**src/hdl/gate_select_pkg.sv**
```systemverilog
// Constants and types for the logic cell input gating stage
`default_nettype none
package gate_select_pkg;
    localparam int LANES = 4;
    localparam int GATES = 3;
    localparam int CODE_W = 6;
    localparam int SOURCES = 64;
    localparam int ADDR_W = 16;
    // Register indices; the byte address is four times the index
    localparam logic [11:0] IDX_STATUS = 12'h0e26;
    localparam logic [11:0] IDX_GATE_INVERT = 12'h0e28;
    localparam logic [11:0] IDX_LANE1_SOURCE_SELECT = 12'h0e29;
    localparam logic [11:0] IDX_LANE2_SOURCE_SELECT = 12'h0e2a;
    localparam logic [11:0] IDX_LANE3_SOURCE_SELECT = 12'h0e2b;
    localparam logic [11:0] IDX_LANE4_SOURCE_SELECT = 12'h0e2c;
    localparam logic [11:0] IDX_GATE1_TERM_SELECT = 12'h0e2d;
    localparam logic [11:0] IDX_GATE2_TERM_SELECT = 12'h0e2e;
    localparam logic [11:0] IDX_GATE3_TERM_SELECT = 12'h0e2f;
    localparam int IDX_SHIFT = 2;
    // Field positions
    localparam int CODE_LSB = 0;
    localparam int INVERT_LSB = 0;
    localparam int STATUS_LANE_LSB = 0;
    localparam int STATUS_GATE_LSB = 4;
    // Values after reset of the bus side, of the source stages and of the outputs
    localparam logic [31:0] RESET_WORD = 32'h0000_0000;
    localparam logic [3:0] RESET_LANES = 4'h0;
    localparam logic [2:0] RESET_GATES = 3'h0;
    localparam logic [63:0] RESET_SOURCES = 64'h0000_0000_0000_0000;

    typedef struct packed {
        logic [LANES-1:0][CODE_W-1:0] lane_source_code;
        logic [GATES-1:0][7:0] gate_term_select;
        logic [GATES-1:0] gate_output_invert;
    } cell_config_t;

    typedef struct packed {
        logic [ADDR_W-1:0] paddr;
        logic psel;
        logic penable;
        logic pwrite;
        logic [31:0] pwdata;
    } apb_req_t;
endpackage
`default_nettype wire

```
**src/hdl/logic_cell_input_gating.sv**
```systemverilog
// Input lane selection and gate term selection of one configurable logic cell
// Behaviour
// - A 6-bit read/write code in bits 5:0 of the first select register picks lane 1's source.
// - A 6-bit read/write code in bits 5:0 of the second select register picks lane 2's source.
// - A 6-bit read/write code in bits 5:0 of the third select register picks lane 3's source.
// - A 6-bit read/write code in bits 5:0 of the fourth select register picks lane 4's source.
// - Lane codes are undefined after power-up and keep their value over any other reset.
// - Gate term bits are undefined after power-up and keep their value over any other reset.
// - In the gate 1 register bits 1, 3, 5, 7 include the true form of lanes 1 to 4.
// - In the gate 1 register bits 0, 2, 4, 6 include the inverted form of lanes 1 to 4.
// - The gate 2 register has the same layout, a set bit including its term in gate 2.
// - The gate 3 register has the same layout, a set bit including its term in gate 3.
// - A per-gate invert control inverts the gate output when set and passes it when clear.
`default_nettype none
module logic_cell_input_gating (
    input wire logic pclk,
    input wire logic presetn,
    input wire logic [15:0] paddr,
    input wire logic psel,
    input wire logic penable,
    input wire logic pwrite,
    input wire logic [31:0] pwdata,
    output logic [31:0] prdata,
    output logic pready,
    output logic pslverr,
    input wire logic [63:0] source_in,
    output logic [3:0] lane_data,
    output logic [2:0] gate_out
);
    gate_select_pkg::apb_req_t req;
    gate_select_pkg::cell_config_t cfg;
    logic [gate_select_pkg::CODE_W-1:0] lane_code [gate_select_pkg::LANES];
    logic [7:0] term_sel [gate_select_pkg::GATES];
    logic invert_sel [gate_select_pkg::GATES];
    logic [63:0] src_s1;
    logic [63:0] src_s2;
    logic [63:0] src_s3;
    logic [63:0] src_stable;
    logic [11:0] reg_index;
    logic word_aligned;
    logic setup_phase;
    logic access_phase;
    logic rd_setup;
    logic sel_status;
    logic sel_invert;
    logic [3:0] sel_lane;
    logic [2:0] sel_gate;
    logic mapped;
    logic wr_fire;
    logic [31:0] rd_lane [gate_select_pkg::LANES];
    logic [31:0] rd_gate [gate_select_pkg::GATES];
    logic [31:0] rd_invert;
    logic [31:0] rd_status;
    logic [31:0] rd_word;
    logic next_pready;
    logic next_pslverr;
    logic [31:0] next_prdata;
    logic [3:0] next_lane_data;
    logic [7:0] lane_terms;
    logic [2:0] gate_raw;
    logic [2:0] next_gate_out;

    assign req = '{paddr: paddr, psel: psel, penable: penable, pwrite: pwrite, pwdata: pwdata};

    // Configuration gathered into one carrier
    assign cfg = '{
        lane_source_code: {lane_code[3], lane_code[2], lane_code[1], lane_code[0]},
        gate_term_select: {term_sel[2], term_sel[1], term_sel[0]},
        gate_output_invert: {invert_sel[2], invert_sel[1], invert_sel[0]}
    };

    // Address decode
    assign reg_index = req.paddr[gate_select_pkg::IDX_SHIFT +: 12];
    assign word_aligned = (req.paddr[1:0] == 2'h0);
    assign sel_status = word_aligned && (reg_index == gate_select_pkg::IDX_STATUS);
    assign sel_invert = word_aligned && (reg_index == gate_select_pkg::IDX_GATE_INVERT);
    assign sel_lane[0] = word_aligned && (reg_index == gate_select_pkg::IDX_LANE1_SOURCE_SELECT);
    assign sel_lane[1] = word_aligned && (reg_index == gate_select_pkg::IDX_LANE2_SOURCE_SELECT);
    assign sel_lane[2] = word_aligned && (reg_index == gate_select_pkg::IDX_LANE3_SOURCE_SELECT);
    assign sel_lane[3] = word_aligned && (reg_index == gate_select_pkg::IDX_LANE4_SOURCE_SELECT);
    assign sel_gate[0] = word_aligned && (reg_index == gate_select_pkg::IDX_GATE1_TERM_SELECT);
    assign sel_gate[1] = word_aligned && (reg_index == gate_select_pkg::IDX_GATE2_TERM_SELECT);
    assign sel_gate[2] = word_aligned && (reg_index == gate_select_pkg::IDX_GATE3_TERM_SELECT);
    assign mapped = sel_status || sel_invert || (|sel_lane) || (|sel_gate);
    assign setup_phase = req.psel && !req.penable;
    assign access_phase = req.psel && req.penable;
    assign rd_setup = setup_phase && !req.pwrite;
    assign wr_fire = access_phase && req.pwrite && pready && !pslverr;

    // Read words per register, unused bits read as zero
    genvar i;
    generate
        for (i = 0; i < gate_select_pkg::LANES; i++) begin : g_lane_word
            assign rd_lane[i] = {26'h0, lane_code[i]};
        end
        for (i = 0; i < gate_select_pkg::GATES; i++) begin : g_gate_word
            assign rd_gate[i] = {24'h0, term_sel[i]};
        end
    endgenerate
    assign rd_invert = {29'h0, cfg.gate_output_invert};
    assign rd_status = {25'h0, gate_out, lane_data};

    // Read data selection
    assign rd_word =
        sel_lane[0] ? rd_lane[0] :
        sel_lane[1] ? rd_lane[1] :
        sel_lane[2] ? rd_lane[2] :
        sel_lane[3] ? rd_lane[3] :
        sel_gate[0] ? rd_gate[0] :
        sel_gate[1] ? rd_gate[1] :
        sel_gate[2] ? rd_gate[2] :
        sel_invert ? rd_invert :
        sel_status ? rd_status :
        gate_select_pkg::RESET_WORD;

    // Bus answer: ready one cycle after setup, error on an unmapped address
    assign next_pready = setup_phase;
    assign next_pslverr = setup_phase && !mapped;
    assign next_prdata = rd_setup ? rd_word : prdata;

    always_ff @(posedge pclk or negedge presetn) begin
        if (!presetn) begin
            pready <= 1'b0;
            pslverr <= 1'b0;
            prdata <= gate_select_pkg::RESET_WORD;
        end else begin
            pready <= next_pready;
            pslverr <= next_pslverr;
            prdata <= next_prdata;
        end
    end

    // Configuration keeps its value over reset and starts undefined
    generate
        for (i = 0; i < gate_select_pkg::LANES; i++) begin : g_lane_reg
            always_ff @(posedge pclk) begin
                if (wr_fire && sel_lane[i]) begin
                    lane_code[i] <= req.pwdata[gate_select_pkg::CODE_LSB +: gate_select_pkg::CODE_W];
                end
            end
        end
        for (i = 0; i < gate_select_pkg::GATES; i++) begin : g_gate_reg
            always_ff @(posedge pclk) begin
                if (wr_fire && sel_gate[i]) begin
                    term_sel[i] <= req.pwdata[7:0];
                end
            end
        end
        for (i = 0; i < gate_select_pkg::GATES; i++) begin : g_invert_reg
            always_ff @(posedge pclk) begin
                if (wr_fire && sel_invert) begin
                    invert_sel[i] <= req.pwdata[gate_select_pkg::INVERT_LSB + i];
                end
            end
        end
    endgenerate

    // Source inputs: three stages, a change counts when the last two agree
    generate
        for (i = 0; i < gate_select_pkg::SOURCES; i++) begin : g_src_sync
            always_ff @(posedge pclk or negedge presetn) begin
                if (!presetn) begin
                    src_s1[i] <= 1'b0;
                    src_s2[i] <= 1'b0;
                    src_s3[i] <= 1'b0;
                    src_stable[i] <= 1'b0;
                end else begin
                    src_s1[i] <= source_in[i];
                    src_s2[i] <= src_s1[i];
                    src_s3[i] <= src_s2[i];
                    if (src_s2[i] == src_s3[i]) begin
                        src_stable[i] <= src_s3[i];
                    end
                end
            end
        end
    endgenerate

    // Lane selection and gate terms
    generate
        for (i = 0; i < gate_select_pkg::LANES; i++) begin : g_lane_mux
            assign next_lane_data[i] = src_stable[cfg.lane_source_code[i]];
        end
        for (i = 0; i < gate_select_pkg::LANES; i++) begin : g_lane_term
            assign lane_terms[2*i+1] = next_lane_data[i];
            assign lane_terms[2*i] = ~next_lane_data[i];
        end
        for (i = 0; i < gate_select_pkg::GATES; i++) begin : g_gate
            assign gate_raw[i] = |(lane_terms & term_sel[i]);
            assign next_gate_out[i] = gate_raw[i] ^ cfg.gate_output_invert[i];
        end
    endgenerate

    always_ff @(posedge pclk or negedge presetn) begin
        if (!presetn) begin
            lane_data <= gate_select_pkg::RESET_LANES;
            gate_out <= gate_select_pkg::RESET_GATES;
        end else begin
            lane_data <= next_lane_data;
            gate_out <= next_gate_out;
        end
    end
endmodule
`default_nettype wire

```
**config.mk**
```make
export PLATFORM = sky130hd
export DESIGN_NAME = logic_cell_input_gating
export DESIGN_NICKNAME = d
export VERILOG_FILES = /design/src/hdl/gate_select_pkg.sv /design/src/hdl/logic_cell_input_gating.sv
export SDC_FILE = /design/constraint.sdc
export NUM_CORES = 1
export LEC_CHECK = 0
export BUFFER_PORTS_ARGS = -buffer_cell sky130_fd_sc_hd__buf_2
export CAP_MARGIN = 20
export CORE_MARGIN = 3
export CORE_UTILIZATION = 55
export CTS_CLUSTER_SIZE = 24
export DETAILED_ROUTE_END_ITERATION = 8
export PLACE_DENSITY = 0.76
export SLEW_MARGIN = 20
export SYNTH_ARGS = -nofsm -noshare
export SYNTH_HDL_FRONTEND = slang
export SYNTH_SLANG_ARGS = --single-unit
export TNS_END_PERCENT = 30
```
**constraint.sdc**
```tcl
create_clock -name pclk -period 3.8 [get_ports pclk]
set_input_delay 0.19 -clock pclk [delete_from_list [all_inputs] [get_ports pclk]]
set_output_delay 0.19 -clock pclk [all_outputs]
set_load 0.02 [all_outputs]
```
==> flow_metrics.py, run 1 <==
metrics = {
    "floorplanning": {
        "start_util": 0.566,
        "placeableCoreArea_um2": 22000,
        "die_h_um": 157,
        "die_w_um": 157,
        "io_pins": 158,
        "num_rows": 54,
        "die_area_um2": 24500,
    },
    "synthesis": {
        "synth_most_common_cell": "dfrtp_1",
        "synthTopCellsByArea": "dfrtp_1 55%, edfxtp_1 12%, mux2i_1 6.0%",
        "synth_area_um2": 12500,
        "ys_seq_area_frac": 0.671,
        "ys_types": 54,
        "synth_edf_count": 51,
        "ys_seq_elements": 324,
        "synth_warnings": 0,
        "synthArstFlopShare": 0.843,
        "synth_top_area_cell": "dfrtp_1",
        "synth.avg_cell_area_um2": 15.5,
        "synthCells": 802,
        "synth_top_flop_cell": "dfrtp_1",
        "synth_top_cells_by_count": "273 x dfrtp_1, 75 x mux2i_1, 64 x maj3_1",
        "synth_top_area_share": 0.548,
    },
    "timing": {
        "slew_violations": 0,
        "slew_headroom": 0.384,
        "fin_crit_ns": 3.08,
        "fin_setup_tns_ns": 0,
        "tightest_slew_ns": 0.917,
        "rsz0062_at_grt": "no",
        "final-setup-viol-count": 0,
        "skew_ns": 0.0144,
        "hold_viol_final": 0,
        "fin_crit_sh": 0.810,
        "fmax_ghz": 0.325,
    },
    "clock_network": {
        "post_cts_buffers": 0,
        "root_buffer": "clkbuf_16",
        "clk_pin_slew_worst_paths_ns": 0.07,
        "clockBufferDepth": 3,
        "clk_latency_ns": 0.57,
        "cts_max_level": 1,
        "cts_sinks": 324,
        "cts_tree": "built",
        "cts_buffers": 31,
    },
    "routing": {
        "routedWlPerCell_um": 20.1,
        "routed_wirelength_um": 26100,
        "vias": 7422,
        "firstDrtPassIters": 5,
        "postRouteAntennaNets": 0,
        "drc": 0,
        "vias_per_cell": 5.70,
        "initialDrtViolationCount": 524,
    },
    "job": {
        "drv_cap": 0,
    },
    "grt": {
        "grt_pass1_vias": 7668,
        "grt_start_max_net_pins": 123,
        "grt_pass1_wl_um": 41900,
        "gr-total-overflow": 0,
        "antenna_found_initial": 0,
        "grtUsageTotal": 0.217,
    },
    "worst_setup_path": {
        "path_buf_inv": 1,
        "critPathMaxFanout": 10,
        "r2r_slack_ns": 0.72,
        "critPathTopFamily": "multiplexers",
        "cpMaxStageDelayCell": "edfxtp_1",
        "slowest_delay_ns": 0.81,
        "crit_arrival_ns": 3.53,
        "critPathCaptureType": "register",
        "crit_type": "reg -> reg",
        "crit_required_ns": 4.25,
        "path_depth": 9,
        "critPathMostFrequentCell": "mux2i_1",
        "r2r_cells": 9,
        "startpoint_type": "register",
        "reg2reg_to": "gate_out[2]$_DFF_PN0_",
        "cp_cell_sequence": "buf_4, mux4_2, mux2i_1, nor3b_1, a21oi_1, a31oi_1, mux2i_1, nand4b_1, xor2_1",
        "r2r_start": "lane_code[2][0]$_DFFE_PP_",
        "crit_start": "lane_code[2][0]$_DFFE_PP_",
    },
    "min_path": {
        "holdPathStages": 5,
        "hold_path_class": "in -> reg",
        "worstHoldEndpoint": "pslverr$_DFF_PN0_",
        "worstHoldStart": "paddr[8]",
    },
    "pwr": {
        "peakVddDrop_mv": 0.411,
        "powerDensity_nw_per_um2": 487,
        "p_leak_nw": 6.37,
    },
    "placed_design": {
        "dp_cells": 1170,
        "port_buffers": 107,
        "globalplace.congestion": 0.941,
        "hpwl_um": 17200,
    },
    "cells_and_area": {
        "drive_gt1_frac": 0.201,
        "fillers": 1506,
        "area_growth_pct": 20.5,
        "n_antenna_cell": 0,
        "nNetsFinal": 1116,
        "stdcell_count": 1303,
    },
    "status": {
        "status": "finished clean",
    },
}
==> logic make-up after synthesis <==
| logic type | count (synthesis) | synth area share |
|---|---|---|
| AO/OA/AOI/OAI | 99 | 0.0537 |
| XOR/XNOR | 3 | 0.00211 |
| adder cells (fa/ha/maj) | 64 | 0.0514 |
| buffers and inverters | 63 | 0.0292 |
| flip-flops | 324 | 0.671 |
| multiplexers | 117 | 0.140 |
| other | 1 | 0.000301 |
| AND/OR/NAND/NOR | 131 | 0.0524 |
==> through the flow <==
stage	utilization	instance area, um^2	total power, mW	setup WS [ns]	hold WS (ns)
after CTS	0.681	15000	7.38	0.704	0.0921
after global placement	0.600	13200	4.31	0.731	0.298
final	0.681	15000	7.31	0.723	0.117
after floorplan	-	12500	4.12	1.28	-0.106
after detailed placement	0.600	13200	4.33	0.707	0.299
after global routing	0.681	15000	7.61	0.498	0.159
==> placed cells by master (no fill, tap or decap), types with 16 or more instances in the layout <==
cell type      synthesis  final
nor2_1                31     31
mux4_2                31     31
a22oi_1               16     16
nand2_1               37     37
o21ai_0               23     23
dfrtp_1              273    273
a21oi_1               25     25
edfxtp_1              51     51
dlygate4sd3_1          0     76
buf_2                  9    106
clkbuf_16              0     31
mux2i_1               75     75
conb_1                 1     24
maj3_1                64     64
==> flip-flops by register name, indices dropped and copies added (netlist names) <==
name	count
gate_out	3
invert_sel	3
lane_code	24
lane_data	4
prdata	8
pready	1
pslverr	1
src_s1	64
src_s2	64
src_s3	64
src_stable	64
term_sel	24
==> worst min-delay path: stages <==
cell and delay (ns):
buf_2 0.07, nor2_1 0.04, nand4_1 0.17, nand2_1 0.07
nor2_1 0.08
==> worst max path at each step <==
stage                     slack (ns)               endpoint
after global routing            0.50  gate_out[2]$_DFF_PN0_
after detailed placement        0.71  gate_out[2]$_DFF_PN0_
after CTS                       0.70  gate_out[0]$_DFF_PN0_
after global placement          0.73  gate_out[2]$_DFF_PN0_
final                           0.72  gate_out[2]$_DFF_PN0_
after floorplan                 1.28  gate_out[0]$_DFF_PN0_
==> routing by layer <==
| metal | routed length [um] | share of wire | GRT usage |
|---|---|---|---|
| met2 | 12400 | 0.47 | 0.347 |
| met1 | 11200 | 0.43 | 0.309 |
| met5 | 0 | 0 | 0 |
| met4 | 754 | 0.029 | 0.0654 |
| met3 | 1880 | 0.072 | 0.0395 |
==> area by class of cell <==
cell class / count / area [um^2] / share of cell area
Tap cell: 280 / 350 / 0.0233
Multi-Input combinational cell: 438 / 3820 / 0.254
Clock inverter: 11 / 113 / 0.00750
Sequential cell: 324 / 8360 / 0.557
Clock buffer: 46 / 910 / 0.0606
Timing Repair Buffer: 195 / 1420 / 0.0947
Inverter: 9 / 33.8 / 0.00225
==> where the power goes <==
| part | internal (mW) | leakage, nW | switching (mW) | total (mW) |
|---|---|---|---|---|
| clock | 1.73 | 0.501 | 1.25 | 2.99 |
| sequential | 3.70 | 3.66 | 0.158 | 3.86 |
| combinational | 0.246 | 2.21 | 0.218 | 0.464 |
| total | 5.68 | 6.37 | 1.63 | 7.31 |
==> what timing repair did <==
action / in CTS / in global routing
hold endpoints to repair: 238 / 0
hold buffers: 76 / 0
gates resized for setup: 0 / 0
No activity file was read; power rests on OpenSTA's default activity.
==> run 2, diff against run 1 <==
--- a/config.mk
+++ b/config.mk
@@ -5,6 +5,7 @@
 export SDC_FILE = /design/constraint.sdc
 export NUM_CORES = 1
 export LEC_CHECK = 0
+export ABC_AREA = 1
 export BUFFER_PORTS_ARGS = -buffer_cell sky130_fd_sc_hd__buf_2
 export CAP_MARGIN = 20
 export CORE_MARGIN = 3
==> constraint.sdc (replaced) <==
create_clock -name pclk -period 2.9 [get_ports pclk]
set_input_delay 0.145 -clock pclk [delete_from_list [all_inputs] [get_ports pclk]]
set_output_delay 0.145 -clock pclk [all_outputs]
set_load 0.02 [all_outputs]
==> flow_metrics.py, run 2 <==
metrics = {
    "synthesis": {
        "synth.avg_cell_area_um2": 10.3,
        "synth_top_flop_cell": "dfrtp_1",
        "synthCells": 1277,
        "synth_top_area_cell": "dfrtp_1",
        "synth_xor_area_frac": 0,
        "ys_seq_elements": 324,
        "synthMuxAreaShare": 0,
        "synth_most_common_cell": "nand2_1",
        "synth_edf_count": 51,
        "synth_top_area_share": 0.518,
        "synthTopCellsByArea": "dfrtp_1 52%, nand2_1 12%, edfxtp_1 12%",
        "synthAdderAreaFrac": 0.0486,
        "synth_warnings": 0,
        "ys_types": 31,
        "ys_seq_area_frac": 0.634,
        "synth_area_um2": 13200,
        "synth_top_cells_by_count": "421 x nand2_1, 273 x dfrtp_1, 237 x nand3_1",
        "synth_compound_area_frac": 0.00920,
        "synthArstFlopShare": 0.843,
        "synth-simple-area-share": 0.247,
        "synth_top_family_by_area": "simple AND/OR/NAND/NOR gates",
    },
    "grt": {
        "grt_start_max_net_pins": 77,
        "grtUsageTotal": 0.251,
        "antenna_found_initial": 0,
        "gr-total-overflow": 0,
        "grt_pass1_vias": 9865,
        "grt_pass1_wl_um": 51700,
    },
    "clock_network": {
        "post_cts_buffers": 0,
        "cts_max_level": 2,
        "cts_buffers": 34,
        "clk_pin_slew_worst_paths_ns": 0.06,
        "clockBufferDepth": 3,
        "clk_latency_ns": 0.50,
        "cts_sinks": 324,
        "cts_tree": "built",
        "cts_resized": 0,
        "root_buffer": "clkbuf_16",
    },
    "floorplanning": {
        "placeableCoreArea_um2": 23500,
        "die_area_um2": 25900,
        "die_h_um": 161,
        "die_w_um": 161,
        "start_util": 0.560,
        "io_pins": 158,
        "num_rows": 56,
    },
    "routing": {
        "routedWlPerCell_um": 17.6,
        "drc": 0,
        "initialDrtViolationCount": 1214,
        "postRouteAntennaNets": 0,
        "routed_wirelength_um": 32000,
        "vias": 9838,
        "vias_per_cell": 5.41,
        "firstDrtPassIters": 6,
    },
    "worst_setup_path": {
        "critPathMostFrequentCell": "nand2_1",
        "crit_required_ns": 3.29,
        "path_buf_inv": 1,
        "critPathTopFamily": "simple AND/OR/NAND/NOR gates",
        "cp_cell_sequence": "buf_4, nand2_1, nand3_1, nand3_1, nand2_1, nand2_1, nand3_1, nand3_2, nand3_1, nand2_1, nor2_2, nand2_1, nand2_1, nand2_1",
        "crit_type": "reg -> reg",
        "crit_arrival_ns": 2.86,
        "startpoint_type": "register",
        "slowest_delay_ns": 0.71,
        "cpMaxStageDelayCell": "edfxtp_1",
        "critPathCaptureType": "register",
        "critPathMaxFanout": 23,
    },
    "cells_and_area": {
        "layout_common_cells": "421 x nand2_1, 273 x dfrtp_1, 237 x nand3_1",
        "nNetsFinal": 1591,
        "fillers": 1784,
        "area_growth_pct": 19.6,
        "final-seq-area_um2": 8360,
        "drive_gt1_frac": 0.148,
        "layout_commonest_cell": "nand2_1",
        "n_antenna_cell": 0,
        "fin_util": 0.670,
        "multi_input_area_um2": 4100,
    },
    "job": {
        "drv_cap": 0,
    },
    "pwr": {
        "peakVddDrop_mv": 0.642,
        "p_leak_nw": 7.27,
        "p_sw_mw": 2.21,
        "p_comb_frac": 0.054,
        "powerDensity_nw_per_um2": 636,
        "power_frac_clock": 0.441,
        "p_seq_frac": 0.505,
        "internal_power_mw": 7.82,
        "switching_share": 0.220,
    },
    "placed_design": {
        "globalplace.congestion": 0.945,
        "port_buffers": 107,
        "hpwl_um": 20500,
    },
    "timing": {
        "slew_violations": 0,
        "hold_viol_final": 0,
        "final-setup-viol-count": 0,
        "skew_ns": 0.0108,
        "tightest_slew_ns": 0.815,
        "rsz0062_at_grt": "no",
        "fin_setup_tns_ns": 0,
        "fin_crit_sh": 0.854,
        "slew_headroom": 0.455,
        "fin_crit_ns": 2.48,
        "fmax_ghz": 0.404,
    },
    "status": {
        "status": "finished clean",
    },
    "min_path": {
        "hold_path_class": "in -> reg",
    },
}
==> run 2: cell count changes in the layout (fill, tap and decap cells not counted), sizes merged, moves of 12 or more <==
| cell | delta |
|---|---|
| mux4 | -42 |
| o21ai | -16 |
| buf | +12 |
| mux2i | -75 |
| a21oi | -16 |
| inv | +41 |
| a22oi | -16 |
| nand2 | +391 |
| nand3 | +232 |
==> run 2: final cells by class <==
| type | instances | share of cell area |
|---|---|---|
| Clock buffer | 52 | 0.0674 |
| Clock inverter | 8 | 0.00651 |
| Inverter | 57 | 0.0144 |
| Multi-Input combinational cell | 850 | 0.260 |
| Sequential cell | 324 | 0.530 |
| Tap cell | 319 | 0.0253 |
| Timing Repair Buffer | 207 | 0.0958 |
==> run 2: kinds of logic after synthesis <==
| group | after synthesis |
|---|---|
| AO/OA/AOI/OAI | 22 |
| adder cells (fa/ha/maj) | 64 |
| buffers and inverters | 126 |
| flip-flops | 324 |
| other | 1 |
| AND/OR/NAND/NOR | 740 |
==> run 2: repair_timing <==
item / 4_1_cts / 5_1_grt
endpoints found under the hold margin: 181 / 2
hold buffers: 75 / 1
setup endpoints to repair: 0 / 0
==> run 2: power groups by stage <==
stage | sequential [mW] | clock, mW | combinational, mW
after floorplan | 5.06 | 0 | 0.280
after global placement | 5.13 | 0 | 0.437
after detailed placement | 5.14 | 0 | 0.456
after CTS | 5.06 | 4.50 | 0.537
after global routing | 5.09 | 4.70 | 0.612
final | 5.07 | 4.42 | 0.538
==> run 2: worst register-to-register path: stages (launching register included) <==
cell	delay (ns)
edfxtp_1	0.71
buf_4	0.37
nand2_1	0.11
nand3_1	0.09
nand3_1	0.10
nand2_1	0.15
nand2_1	0.07
nand3_1	0.10
nand3_2	0.16
nand3_1	0.12
nand2_1	0.09
nor2_2	0.13
nand2_1	0.06
nand2_1	0.05
nand2_1	0.06
==> run 2: path summary, 6_finish.rpt <==
check | start | endpoint | slack, ns | depth (start not counted)
min | paddr[2] | pslverr$_DFF_PN0_ | 0.12 | 5
min in group asynchronous | presetn | prdata[7]$_DFFE_PN0P_ | 0.22 | 2
max | lane_code[3][0]$_DFFE_PP_ | gate_out[0]$_DFF_PN0_ | 0.42 | 14
max reg2reg | lane_code[3][0]$_DFFE_PP_ | gate_out[0]$_DFF_PN0_ | 0.42 | 14
max in group asynchronous | presetn | src_s1[2]$_DFF_PN0_ | 1.85 | 3
min reg2reg | src_s1[2]$_DFF_PN0_ | src_s2[2]$_DFF_PN0_ | 0.34 | 0
==> run 2: routing by layer <==
metal / track usage / share of wire / vias up / wire length (um)
met5: 0 / 0 / - / 0
met4: 0.0833 / 0.032 / 0 / 1040
met1: 0.338 / 0.40 / 4662 / 12800
met3: 0.0549 / 0.097 / 97 / 3100
li1: - / - / 4570 / -
met2: 0.412 / 0.47 / 509 / 15100
==> run 2: stage by stage <==
step | total power, mW | cell area (um^2) | hold slack [ns] | std cells | setup slack (ns)
floorplan | 5.34 | 13300 | -0.151 | 1300 | 1.23
global placement | 5.57 | 13800 | 0.146 | 1681 | 0.563
detailed placement | 5.60 | 13800 | 0.158 | 1681 | 0.497
CTS | 10.1 | 15800 | 0.00288 | 1816 | 0.480
global route | 10.4 | 15800 | 0.171 | 1817 | 0.226
finish | 10.0 | 15800 | 0.119 | 1817 | 0.425
